--- src/core/comparator_map.vh ---
`ifndef COMPARATOR_MAP_VH
`define COMPARATOR_MAP_VH

// register byte offsets on the axi4-lite bus (low address bits)
`define CMP_ADDR_CTRL0 4'h0
`define CMP_ADDR_CTRL1 4'h4
`define CMP_ADDR_REFCTL 4'h8
`define CMP_ADDR_IRQCTL 4'hC

// comparator_control_0 fields
`define CMP_C0_ON 7
`define CMP_C0_RESULT 6
`define CMP_C0_PIN_DRIVE 5
`define CMP_C0_INVERT 4
`define CMP_C0_REF_SEL 2
`define CMP_C0_CHANNEL 0
`define CMP_C0_WMASK 8'hB5
`define CMP_C0_RESET 8'h00

// comparator_control_1 fields
`define CMP_C1_FAST_CLK 4
`define CMP_C1_HYST 3
`define CMP_C1_GATE_SRC 1
`define CMP_C1_SYNC 0
`define CMP_C1_WMASK 8'h1B
`define CMP_C1_RESET 8'h02

// reference_control_reg fields
`define CMP_RC_LADDER_EN 7
`define CMP_RC_RANGE 5
`define CMP_RC_FIXED_EN 4
`define CMP_RC_LEVEL_HI 3
`define CMP_RC_WMASK 8'hBF
`define CMP_RC_RESET 8'h00

// change flag and interrupt enable register fields
`define CMP_IR_FLAG 0
`define CMP_IR_CHANGE_EN 1
`define CMP_IR_PERIPH_EN 2
`define CMP_IR_GLOBAL_EN 3
`define CMP_IR_WMASK 8'h0F
`define CMP_IR_RESET 8'h00

// axi responses
`define CMP_RESP_OKAY 2'h0
`define CMP_RESP_SLVERR 2'h2

// instruction cycle is four system clocks
`define CMP_PHASE_LAST 2'h3
`define CMP_PHASE_Q1 2'h0

// ladder fraction of supply: low range code/24, high range (8+code)/32
`define CMP_LAD_DEN_LOW 6'h18
`define CMP_LAD_DEN_HIGH 6'h20
`define CMP_LAD_HIGH_BASE 6'h08

`endif

--- src/core/ladder_level_rom.v ---
`timescale 1ns/1ps
`include "comparator_map.vh"

// registered lookup of the ladder tap as a fraction of supply
module ladder_level_rom (
  input wire aclk,
  input wire aresetn,
  input wire range_low,
  input wire [3:0] level_code,
  output reg [5:0] frac_num,
  output reg [5:0] frac_den
);

  // fraction updates one clock after the code changes
  always @(posedge aclk) begin
    if (!aresetn) begin
      frac_num <= 6'h00;
      frac_den <= `CMP_LAD_DEN_HIGH;
    end else if (range_low) begin
      frac_num <= {2'h0, level_code};
      frac_den <= `CMP_LAD_DEN_LOW;
    end else begin
      // quarter supply is 8/32, so the steps stack above it
      frac_num <= `CMP_LAD_HIGH_BASE + {2'h0, level_code};
      frac_den <= `CMP_LAD_DEN_HIGH;
    end
  end

endmodule // ladder_level_rom

--- src/core/comparator_control_logic.v ---
`timescale 1ns/1ps
`include "comparator_map.vh"

// Function
// - change during register read may drop flag
// - enabled comparator keeps running in sleep
// - clearing on bit switches comparator off
// - change wakes sleep with both enables set
// - service routine only with global enable
// - reset restores control registers, everything off
// - control0 bit7 enables comparator, resets zero
// - control0 bit6 reads result, polarity applied
// - pin drive needs enable, on, output direction
// - control0 bit4 inverts result
// - control0 bit2 picks reference or plus pin
// - control0 bit0 picks minus input pin
// - unimplemented control bits read zero
// - control1 bit1 gate source, resets one
// - sync latches on timer clock falling edge
// - control1 bit0 enables result synchronisation
// - control1 bit4 selects fast timer clock
// - control1 bit3 enables hysteresis
// - ladder has two ranges, sixteen levels
// - ladder levels follow range formulas
// - ladder enable independent of comparator
// - control0 read or write captures reference latch
// - flag set on mismatch edge, software clears
module comparator_control_logic #(
  parameter ADDR_W = 4
) (
  input wire aclk,
  input wire aresetn,
  input wire [ADDR_W-1:0] s_axi_awaddr,
  input wire s_axi_awvalid,
  output reg s_axi_awready,
  input wire [31:0] s_axi_wdata,
  input wire [3:0] s_axi_wstrb,
  input wire s_axi_wvalid,
  output reg s_axi_wready,
  output reg [1:0] s_axi_bresp,
  output reg s_axi_bvalid,
  input wire s_axi_bready,
  input wire [ADDR_W-1:0] s_axi_araddr,
  input wire s_axi_arvalid,
  output reg s_axi_arready,
  output reg [31:0] s_axi_rdata,
  output reg [1:0] s_axi_rresp,
  output reg s_axi_rvalid,
  input wire s_axi_rready,
  input wire analog_compare_raw,
  input wire timer_clock_in,
  input wire timer_gate_pin,
  input wire pin_direction_output,
  output reg comparator_on,
  output reg plus_input_ref_select,
  output reg minus_input_channel,
  output reg hysteresis_enable,
  output reg timer_fast_clock_select,
  output reg ladder_enable,
  output reg fixed_ref_enable,
  output wire [5:0] ladder_frac_num,
  output wire [5:0] ladder_frac_den,
  output reg result_pin_out,
  output reg result_pin_oe_n,
  output reg timer_gate_out,
  output reg wake_request,
  output reg interrupt_request
);

  // software visible storage, only writable bits are kept
  reg [7:0] comparator_control_0_r; // enable, pin drive, polarity, input selects
  reg [7:0] comparator_control_1_r; // timer clock, hysteresis, gate source, sync
  reg [7:0] reference_control_reg_r; // ladder enable, range, fixed ref, level
  reg [7:0] irq_control_r; // change flag and the three enables

  // bus slave state
  reg aw_have_r; // write address held
  reg w_have_r; // write data held
  reg [ADDR_W-1:0] aw_addr_r;
  reg [7:0] w_byte_r; // low byte of write data
  reg w_lane_r; // low byte lane strobed

  // synchronisers and mismatch circuit
  reg raw_s1_r;
  reg raw_s2_r;
  reg tclk_s1_r;
  reg tclk_s2_r;
  reg tclk_s3_r; // previous synced timer clock, for the falling edge
  reg gate_s1_r;
  reg gate_s2_r;
  reg sync_latch_r; // result latched on timer clock fall
  reg [1:0] phase_r; // instruction cycle phase, 0 is q1
  reg live_latch_r; // updated once per instruction cycle
  reg ref_latch_r; // updated on control0 access
  reg mismatch_d_r; // previous mismatch, for edge detection

  wire write_fire;
  wire read_fire;
  wire async_result;
  wire cur_result;
  wire mismatch;
  wire mismatch_rise;
  wire ctrl0_access;

  // only the four word offsets decode; others answer slverr
  function addr_hit;
    input [ADDR_W-1:0] a;
    begin
      addr_hit = (a == `CMP_ADDR_CTRL0) || (a == `CMP_ADDR_CTRL1) ||
                 (a == `CMP_ADDR_REFCTL) || (a == `CMP_ADDR_IRQCTL);
    end
  endfunction

  // read value of a register, zero above the low byte
  function [31:0] reg_value;
    input [ADDR_W-1:0] a;
    input [7:0] c0;
    input [7:0] c1;
    input [7:0] rc;
    input [7:0] ir;
    input res;
    begin
      case (a)
        `CMP_ADDR_CTRL0: reg_value = {24'h000000, c0[7], res, c0[5:0]};
        `CMP_ADDR_CTRL1: reg_value = {24'h000000, c1};
        `CMP_ADDR_REFCTL: reg_value = {24'h000000, rc};
        `CMP_ADDR_IRQCTL: reg_value = {24'h000000, ir};
        default: reg_value = 32'h00000000;
      endcase
    end
  endfunction

  // write completes once both halves are held and no response is pending
  assign write_fire = aw_have_r && w_have_r && !s_axi_bvalid;
  assign read_fire = s_axi_arvalid && s_axi_arready;

  // a write includes a read, so both refresh the reference latch
  assign ctrl0_access = (read_fire && (s_axi_araddr == `CMP_ADDR_CTRL0)) ||
                        (write_fire && (aw_addr_r == `CMP_ADDR_CTRL0));

  // polarity applied; an off comparator reads low
  assign async_result = comparator_control_0_r[`CMP_C0_ON] &&
                        (raw_s2_r ^ comparator_control_0_r[`CMP_C0_INVERT]);
  assign cur_result = comparator_control_1_r[`CMP_C1_SYNC] ? sync_latch_r : async_result;

  assign mismatch = live_latch_r ^ ref_latch_r;
  assign mismatch_rise = mismatch && !mismatch_d_r;

  // address and data channels, taken independently
  always @(posedge aclk) begin
    if (!aresetn) begin
      aw_have_r <= 1'b0;
      w_have_r <= 1'b0;
      aw_addr_r <= {ADDR_W{1'b0}};
      w_byte_r <= 8'h00;
      w_lane_r <= 1'b0;
      s_axi_awready <= 1'b0;
      s_axi_wready <= 1'b0;
      s_axi_bvalid <= 1'b0;
      s_axi_bresp <= `CMP_RESP_OKAY;
    end else begin
      // readies drop while a beat is held or a response waits
      s_axi_awready <= !aw_have_r && !s_axi_bvalid && !(s_axi_awvalid && s_axi_awready);
      s_axi_wready <= !w_have_r && !s_axi_bvalid && !(s_axi_wvalid && s_axi_wready);
      if (s_axi_awvalid && s_axi_awready) begin
        aw_have_r <= 1'b1;
        aw_addr_r <= s_axi_awaddr;
      end
      if (s_axi_wvalid && s_axi_wready) begin
        w_have_r <= 1'b1;
        w_byte_r <= s_axi_wdata[7:0];
        w_lane_r <= s_axi_wstrb[0];
      end
      if (write_fire) begin
        aw_have_r <= 1'b0;
        w_have_r <= 1'b0;
        s_axi_bvalid <= 1'b1;
        s_axi_bresp <= addr_hit(aw_addr_r) ? `CMP_RESP_OKAY : `CMP_RESP_SLVERR;
      end else if (s_axi_bvalid && s_axi_bready) begin
        s_axi_bvalid <= 1'b0;
      end
    end
  end

  // read channel: one cycle from address to data
  always @(posedge aclk) begin
    if (!aresetn) begin
      s_axi_arready <= 1'b0;
      s_axi_rvalid <= 1'b0;
      s_axi_rdata <= 32'h00000000;
      s_axi_rresp <= `CMP_RESP_OKAY;
    end else begin
      s_axi_arready <= !s_axi_rvalid && !read_fire;
      if (read_fire) begin
        s_axi_rvalid <= 1'b1;
        s_axi_rdata <= reg_value(s_axi_araddr, comparator_control_0_r, comparator_control_1_r,
                                 reference_control_reg_r, irq_control_r, cur_result);
        s_axi_rresp <= addr_hit(s_axi_araddr) ? `CMP_RESP_OKAY : `CMP_RESP_SLVERR;
      end else if (s_axi_rvalid && s_axi_rready) begin
        s_axi_rvalid <= 1'b0;
      end
    end
  end

  // control registers; a write without the low lane stores nothing
  always @(posedge aclk) begin
    if (!aresetn) begin
      comparator_control_0_r <= `CMP_C0_RESET;
      comparator_control_1_r <= `CMP_C1_RESET;
      reference_control_reg_r <= `CMP_RC_RESET;
    end else if (write_fire && w_lane_r) begin
      case (aw_addr_r)
        `CMP_ADDR_CTRL0: comparator_control_0_r <= w_byte_r & `CMP_C0_WMASK;
        `CMP_ADDR_CTRL1: comparator_control_1_r <= w_byte_r & `CMP_C1_WMASK;
        `CMP_ADDR_REFCTL: reference_control_reg_r <= w_byte_r & `CMP_RC_WMASK;
        default: begin
          // other offsets hold nothing here
        end
      endcase
    end
  end

  // flag and enables; a hardware set beats a software clear
  always @(posedge aclk) begin
    if (!aresetn) begin
      irq_control_r <= `CMP_IR_RESET;
    end else begin
      if (write_fire && w_lane_r && (aw_addr_r == `CMP_ADDR_IRQCTL)) begin
        irq_control_r <= w_byte_r & `CMP_IR_WMASK;
      end
      if (mismatch_rise) begin
        irq_control_r[`CMP_IR_FLAG] <= 1'b1;
      end
    end
  end

  // two flops on every input from outside the clock domain
  always @(posedge aclk) begin
    if (!aresetn) begin
      raw_s1_r <= 1'b0;
      raw_s2_r <= 1'b0;
      tclk_s1_r <= 1'b0;
      tclk_s2_r <= 1'b0;
      tclk_s3_r <= 1'b0;
      gate_s1_r <= 1'b0;
      gate_s2_r <= 1'b0;
    end else begin
      raw_s1_r <= analog_compare_raw;
      raw_s2_r <= raw_s1_r;
      tclk_s1_r <= timer_clock_in;
      tclk_s2_r <= tclk_s1_r;
      tclk_s3_r <= tclk_s2_r;
      gate_s1_r <= timer_gate_pin;
      gate_s2_r <= gate_s1_r;
    end
  end

  // latch on the falling edge of the post-prescaler timer clock,
  // half a period clear of the rising edge on which the timer counts
  always @(posedge aclk) begin
    if (!aresetn) begin
      sync_latch_r <= 1'b0;
    end else if (tclk_s3_r && !tclk_s2_r) begin
      sync_latch_r <= async_result;
    end
  end

  // instruction cycle phase counter
  always @(posedge aclk) begin
    if (!aresetn) begin
      phase_r <= `CMP_PHASE_Q1;
    end else if (phase_r == `CMP_PHASE_LAST) begin
      phase_r <= `CMP_PHASE_Q1;
    end else begin
      phase_r <= phase_r + 2'h1;
    end
  end

  // mismatch latches; a change landing with a control0 access in q1 is
  // taken by both latches at once and raises no edge
  always @(posedge aclk) begin
    if (!aresetn) begin
      live_latch_r <= 1'b0;
      ref_latch_r <= 1'b0;
      mismatch_d_r <= 1'b0;
    end else begin
      if (phase_r == `CMP_PHASE_Q1) begin
        live_latch_r <= cur_result;
      end
      if (ctrl0_access) begin
        ref_latch_r <= cur_result;
      end
      mismatch_d_r <= mismatch;
    end
  end

  // analog controls, held even while the core sleeps
  always @(posedge aclk) begin
    if (!aresetn) begin
      comparator_on <= 1'b0;
      plus_input_ref_select <= 1'b0;
      minus_input_channel <= 1'b0;
      hysteresis_enable <= 1'b0;
      timer_fast_clock_select <= 1'b0;
      ladder_enable <= 1'b0;
      fixed_ref_enable <= 1'b0;
    end else begin
      comparator_on <= comparator_control_0_r[`CMP_C0_ON];
      plus_input_ref_select <= comparator_control_0_r[`CMP_C0_REF_SEL];
      minus_input_channel <= comparator_control_0_r[`CMP_C0_CHANNEL];
      hysteresis_enable <= comparator_control_1_r[`CMP_C1_HYST];
      timer_fast_clock_select <= comparator_control_1_r[`CMP_C1_FAST_CLK];
      ladder_enable <= reference_control_reg_r[`CMP_RC_LADDER_EN];
      fixed_ref_enable <= reference_control_reg_r[`CMP_RC_FIXED_EN];
    end
  end

  // pin, timer gate and wake outputs, all registered
  always @(posedge aclk) begin
    if (!aresetn) begin
      result_pin_out <= 1'b0;
      result_pin_oe_n <= 1'b1;
      timer_gate_out <= 1'b0;
      wake_request <= 1'b0;
      interrupt_request <= 1'b0;
    end else begin
      result_pin_out <= cur_result;
      // pin direction comes from core logic on this clock
      result_pin_oe_n <= !(comparator_control_0_r[`CMP_C0_PIN_DRIVE] &&
                           comparator_control_0_r[`CMP_C0_ON] && pin_direction_output);
      // gate source resets to the external pin
      timer_gate_out <= comparator_control_1_r[`CMP_C1_GATE_SRC] ? gate_s2_r : cur_result;
      wake_request <= irq_control_r[`CMP_IR_FLAG] && irq_control_r[`CMP_IR_CHANGE_EN] &&
                      irq_control_r[`CMP_IR_PERIPH_EN];
      // the core runs the next instruction before vectoring
      interrupt_request <= irq_control_r[`CMP_IR_FLAG] && irq_control_r[`CMP_IR_CHANGE_EN] &&
                           irq_control_r[`CMP_IR_PERIPH_EN] && irq_control_r[`CMP_IR_GLOBAL_EN];
    end
  end

  // ladder tap fraction; range bit set means the low range
  ladder_level_rom u_ladder (
    .aclk(aclk),
    .aresetn(aresetn),
    .range_low(reference_control_reg_r[`CMP_RC_RANGE]),
    .level_code(reference_control_reg_r[`CMP_RC_LEVEL_HI:0]),
    .frac_num(ladder_frac_num),
    .frac_den(ladder_frac_den)
  );

endmodule // comparator_control_logic

--- config.mk ---
export PLATFORM = sky130hd
export DESIGN_NAME = comparator_control_logic
export DESIGN_NICKNAME = d
export VERILOG_FILES = /design/src/core/ladder_level_rom.v /design/src/core/comparator_control_logic.v
export VERILOG_INCLUDE_DIRS = /design/src /design/src/core
export SDC_FILE = /design/constraint.sdc
export NUM_CORES = 1
export LEC_CHECK = 0
export ABC_CLOCK_PERIOD_IN_PS = 3300
export BUFFER_PORTS_ARGS = -buffer_cell sky130_fd_sc_hd__buf_2
export CAP_MARGIN = 0
export CORE_ASPECT_RATIO = 0.75
export CORE_UTILIZATION = 52
export CTS_BUF_LIST = sky130_fd_sc_hd__clkbuf_16
export DETAILED_ROUTE_END_ITERATION = 10
export PLACE_DENSITY = 0.84
export SETUP_SLACK_MARGIN = 0.4
export SLEW_MARGIN = 20
export SYNTH_ARGS = -nofsm -noshare
export SYNTH_HDL_FRONTEND = slang
export SYNTH_SLANG_ARGS = --single-unit
--- constraint.sdc ---
create_clock -name aclk -period 3.3 [get_ports aclk]
set_input_delay 0.495 -clock aclk [delete_from_list [all_inputs] [get_ports aclk]]
set_output_delay 0.495 -clock aclk [all_outputs]
set_load 0.02 [all_outputs]
; Word-level counts from Yosys, hierarchy flattened
; Index checks and enable logic that the tools add are counted.
[classes]
add_sub_neg = 2
n_eq_ne = 7
mux = 13
n_bitwise = 3
reduce_logical = 53
[ops]
columns = op, n
row1 = $pmux 8 s4, 1
row2 = $logic_and 1x1->1, 24
row3 = $eq 4x4->1 const B, 4
row4 = $logic_not 1->1, 10
row5 = $eq 4x3->1 const B, 2
row6 = $logic_not 4->1, 2
row7 = $mux 1, 8
row8 = $logic_or 1x1->1, 7
row9 = $mux 6, 1
row10 = $reduce_and 2->1, 3
row11 = $reduce_bool 2->1, 3
row12 = $reduce_or 2->1, 3
row13 = $add 4x4->5 const A, 1
row14 = $mux 2, 2
row15 = $mux 4, 1
row16 = $add 2x1->2 const B, 1
row17 = $eq 2x2->1 const B, 1
row18 = $logic_not 2->1, 1
row19 = $xor 1x1->1, 2
row20 = $not 1->1, 1
[word_totals]
ff_bits = 112
inputBits = 55
out_inout_bits = 65
wordCells = 123

; Longest topological paths before layout
[depth]
word_depth = 6
mapped_depth = 6
ltp_nobuf = 4

; Modules after synthesis
; A second synthesis with hierarchy kept.
[hier_totals]
hier_cells = 323
hier_area_um2 = 3134.3
[by_module_without_submodules]
columns = module, instances, cells_each, area_per_inst_um2, seq_area_each_um2
row1 = comparator_control_logic, 1, 301, 2904.0, 1481.4
row2 = ladder_level_rom, 1, 22, 230.2, 140.1

; Least setup slack after synthesis
; Ideal clock, no wire load.
[synth_path]
path_kind = input port to flip-flop
start = input port s_axi_araddr[2]
end = register s_axi_rdata[0]
setup_ns = 0.128
arrival_ns = 1.363
t_required_ns = 3.172
setup_slack_ns = 1.810
cell_stages = 4
n_path_buf = 1
path_cell_list = buf_2 mux4_2 a22oi_1 nor2_1
[synth_via]
elab_chain_len = 2
word_cells_on_any_way = 5
cone_classes = eq/ne: 3 / mux: 1 / reduce/logical: 1
[synth_lines]
columns = item, line
row1 = start: declaration, comparator_control_logic.v:43  ; input wire [ADDR_W-1:0] s_axi_araddr,
row2 = "$eq 4x4->1, or another cell as far along", comparator_control_logic.v:123  ; case (a)
row3 = $pmux 8 s4 *, comparator_control_logic.v:123
row4 = end signal: assignment, comparator_control_logic.v:196  ; s_axi_rdata <= reg_value(s_axi_araddr, comparator_control_0_r, comparator_control_1_r,
row5 = end: declaration, comparator_control_logic.v:46  ; output reg [31:0] s_axi_rdata,
; Mark *: on every way between the ends. The rest lies on a longest branch, timed or not.
; A chain may end at the register's enable or synchronous reset.

; Worst setup path after layout
[layout_path]
start = register s_axi_bvalid
end = register reference_control_reg_r[1]
[layout_via]
elab_chain_len = 4
[layout_lines]
columns = item, line
row1 = start: declaration, comparator_control_logic.v:41  ; output reg s_axi_bvalid,
row2 = start signal: assignment, comparator_control_logic.v:159  ; s_axi_bvalid <= 1'b0;
row3 = start signal: assignment, comparator_control_logic.v:177  ; s_axi_bvalid <= 1'b1;
row4 = start signal: assignment, comparator_control_logic.v:180  ; s_axi_bvalid <= 1'b0;
row5 = $logic_not 1->1, comparator_control_logic.v:134  ; assign write_fire = aw_have_r && w_have_r && !s_axi_bvalid;
row6 = $logic_and 1x1->1, comparator_control_logic.v:134
row7 = $logic_and 1x1->1, comparator_control_logic.v:211  ; end else if (write_fire && w_lane_r) begin
row8 = $reduce_and 2->1 (no source line), n/a
row9 = end signal: assignment, comparator_control_logic.v:210  ; reference_control_reg_r <= `CMP_RC_RESET;
row10 = end signal: assignment, comparator_control_logic.v:215  ; `CMP_ADDR_REFCTL: reference_control_reg_r <= w_byte_r & `CMP_RC_WMASK;
row11 = end: declaration, comparator_control_logic.v:73  ; reg [7:0] reference_control_reg_r;
; Every way passes these cells.

==> flow_metrics.env <==
export IMPL_outcome="complete, no violations"
export IMPL_hold_buffers=0
export IMPL_startpoint="s_axi_bvalid$_SDFFE_PN0P_"
export IMPL_finalWorstSetupSlack_ps=1480
export IMPL_avgViaCountPerCell=4.937
export IMPL_worst_slew_pin_slew_ps=536.9
export IMPL_rr_startpoint="s_axi_bvalid$_SDFFE_PN0P_"
export IMPL_p_switching_mw=0.4677
export IMPL_coreArea_mm2=0.005826
export IMPL_finalSetupTns_ps=0
export IMPL_rows=24
export IMPL_initial_utilization_pct=53.97
export IMPL_drive_above_1_share_pct=21.30
export IMPL_syn_area_per_cell_um2=9.735
export IMPL_end_kind="flip-flop"
export IMPL_tritoncts="yes"
export IMPL_wl_um=6022
export IMPL_pre_cts_ws_ps=1508
export IMPL_muxShareOfSynthArea_pct=9.391
export IMPL_internal_power_mw=1.620
export IMPL_worstPathRequired_ps=3500
export IMPL_synthAdderAreaFrac_pct=0.7959
export IMPL_arrival_ps=2020
export IMPL_synth_compound_area_share_pct=7.402
export IMPL_total_power_mw=2.088
export IMPL_yosys_cell_types_count=40
export IMPL_place_hpwl_um=4270
export IMPL_route_met3_wl_um=413
export IMPL_grt_pass1_vias=2029
export IMPL_postLayoutCoreUtil_pct=62.37
export IMPL_swShare_pct=22.40
export IMPL_antenna_found_initial=0
export IMPL_finalHoldViolCount=0
export IMPL_grt_max_degree=47
export IMPL_synthFlopType="dfxtp_1"
export IMPL_cp_slowest_cell="nand4b_1"
export IMPL_crit_type="reg -> reg"
export IMPL_grt_overflow_total=0
export IMPL_reg2regPathDepth=4
export IMPL_final_antenna_net_count=0
export IMPL_clkSinkCount=81
export IMPL_fin_area_mm2=0.003633
export IMPL_fmax_ghz=0.5496
export IMPL_ios=120
export IMPL_peakVddDrop_mv=0.3657
export IMPL_maxCapViolations=0
export IMPL_cts_setup_buffers=0
export IMPL_synth_top_family_by_area="simple AND/OR/NAND/NOR gates"
export IMPL_clock_path_buffers=2
export IMPL_period_needed_ps=1820
export IMPL_async_flop_share_pct=0
export IMPL_synth_top_area_share_pct=51.57
export IMPL_fin_crit_sh_pct=55.14
export IMPL_startpoint_type="flip-flop"
export IMPL_path_max_fanout=9
export IMPL_synth_xor_xnor_area_share_pct=0.8357
export IMPL_min_path_type="in -> reg"
export IMPL_clockPowerShare_pct=44.1
export IMPL_ys_ff_latch=81
export IMPL_syn_to_final_growth_pct=15.56
export IMPL_rsz0062_at_grt="false"
export IMPL_die_y_um=69.34
export IMPL_numPortBuffers=61
export IMPL_syn_area_mm2=0.003144
export IMPL_wl_met1_um=2938
export IMPL_post_drt_wl_per_cell_um=13.01
export IMPL_fin_worst_skew_ps=4.937
export IMPL_synth_top_area_cell="dfxtp_1"
export IMPL_clk_latency_ps=330
export IMPL_cts_resized_gates=0
export IMPL_htree_levels=3
export IMPL_postPlaceCellArea_mm2=0.003354
export IMPL_cts_buffers=9
export IMPL_critPathMaxStageDelay_ps=520
export IMPL_relSlewSlack_pct=64.02
export IMPL_num_vias=2286
export IMPL_reg2reg_slack_ps=1480
export IMPL_n_antenna_cell=0
export IMPL_power_density_mw_per_mm2=574.5
export IMPL_slew_viol_final=0
export IMPL_drc_errors=0
export IMPL_grt_util_all_layers_pct=19.74
export IMPL_die_width_um=91.79
export IMPL_regToRegEndpoint="reference_control_reg_r[1]$_SDFFE_PN0P_"
export IMPL_dieArea_mm2=0.006365
export IMPL_synthTopCellsByArea="dfxtp_1, mux2i_1, buf_4, nand2_1, and2_1"
export IMPL_final_net_count=437
export IMPL_drt_iter0_markers=113
export IMPL_cts_root_buf="clkbuf_16"
export IMPL_power_frac_comb_pct=6.7
export IMPL_p_seq_share_pct=49.3
export IMPL_setup_viol=0
export IMPL_netlist_instances=323
export IMPL_synth_edf_count=0
export IMPL_power_leakage_nw=1.738
export IMPL_dr_pass1_iters=6
export IMPL_grt_pass1_wl_um=9577
export IMPL_cp_cell_sequence="and3b_1 -> nand4b_1 -> mux2i_1 -> nor2_1"
export IMPL_ys_seq_area_share_pct=51.57
export IMPL_crit_end="reference_control_reg_r[1]$_SDFFE_PN0P_"
export IMPL_gp_congestion=0.8261
export IMPL_wl_met2_um=2583
export IMPL_synthSimpleGateAreaFrac_pct=19.10
export IMPL_synth_warnings=0
export IMPL_hold_start="pin_direction_output"
export IMPL_highest_layer="met4"
export IMPL_clkSlewWorstSetupHoldPaths_ps=60
-- kinds of logic (layout without fill, tap and decap cells) --
family	count (synthesis)	in the layout
and+or+nand+nor	115	115
adders and majority gates	2	2
muxes	28	28
AOI/OAI and AO/OA	40	40
other	1	30
buffers and inverters	53	86
DFF	81	81
xor gates and xnor gates	3	3
-- area by class of cell --
cell class,instances,area (um^2)
fill,505,2192
sequential,81,1622
multi-input combinational,218,1292
timing repair buffer,62,312.8
clock buffer,9,225.2
tap,78,97.59
clock inverter,7,53.80
inverter,8,30.03
-- layout by cell type (no fill, tap or decap), types with 3 or more instances in the layout --
cell type   n
a21oi_1    20
nor2_1     32
a22oi_1     3
nand2b_1    3
nand3_1     6
inv_1      10
xor2_1      3
and2_1     20
a32oi_1     3
conb_1     30
nor3_1      3
clkinv_1    3
dfxtp_1    81
o21ai_0     9
mux2i_1    25
nand2_1    34
clkbuf_16   9
buf_2      61
nor3b_1     3
-- worst min-delay path by stage --
stage                                 endpoint  cells after the start  slack [ps]
detailed placement  result_pin_oe_n$_SDFF_PN1_                      1         400
CTS                 result_pin_oe_n$_SDFF_PN1_                      2         350
global route        result_pin_oe_n$_SDFF_PN1_                      2         350
finish              result_pin_oe_n$_SDFF_PN1_                      2         350
global placement    result_pin_oe_n$_SDFF_PN1_                      1         400
floorplan           result_pin_oe_n$_SDFF_PN1_                      1         380
-- per-layer routing --
layer | track usage [%] | vias up
li1 | - | 1138
met1 | 26.46 | 1069
met2 | 29.41 | 70
met3 | 7.675 | 9
met4 | 6.250 | 0
met5 | 0 | -
-- state kept, by name, summed over array words and instances, names as in the netlist, 2 cells and up --
| register | cells |
|---|---|
| s_axi_rdata | 8 |
| comparator_control_1_r | 4 |
| irq_control_r | 4 |
| aw_addr_r | 4 |
| w_byte_r | 7 |
| reference_control_reg_r | 7 |
| phase_r | 2 |
| u_ladder.frac_den | 2 |
| u_ladder.frac_num | 5 |
| comparator_control_0_r | 5 |
-- cell usage after synthesis, types with 2 or more instances --
cell,n
buf_6,2
a211oi_1,2
buf_1,4
and2_1,20
buf_2,3
a32oi_1,3
nand3_1,6
xor2_1,3
mux2i_1,25
dfxtp_1,81
inv_1,8
clkbuf_1,3
nor3_1,3
nor2b_1,2
o21ai_0,9
nand2b_1,3
mux2_2,2
nor2_1,32
ha_1,2
nand4b_1,2
nand2_1,34
a22oi_1,3
nor3b_1,3
a21oi_1,20
nor4_1,2
buf_4,32
-- through the flow --
stage	hold slack [ps]	cells
detailed placement	400.6	447
global route	345.5	463
CTS	346.1	463
finish	351.0	463
floorplan	379.8	352
global placement	401.2	447
-- critical path: cells and delay by family (launching register included) --
kind | cells | cell delay [ps]
simple gates | 3 | 1050
flops | 1 | 330
mux | 1 | 310
-- power groups by stage --
stage               sequential (mW)  combinational (mW)  clock (mW)
floorplan                      1.05               0.121           0
global placement               1.05               0.135           0
detailed placement             1.05               0.138           0
CTS                            1.03               0.139       0.937
global route                   1.03               0.153       0.982
finish                         1.03               0.140       0.920
Note: power is estimated with default switching activity, not from simulation.
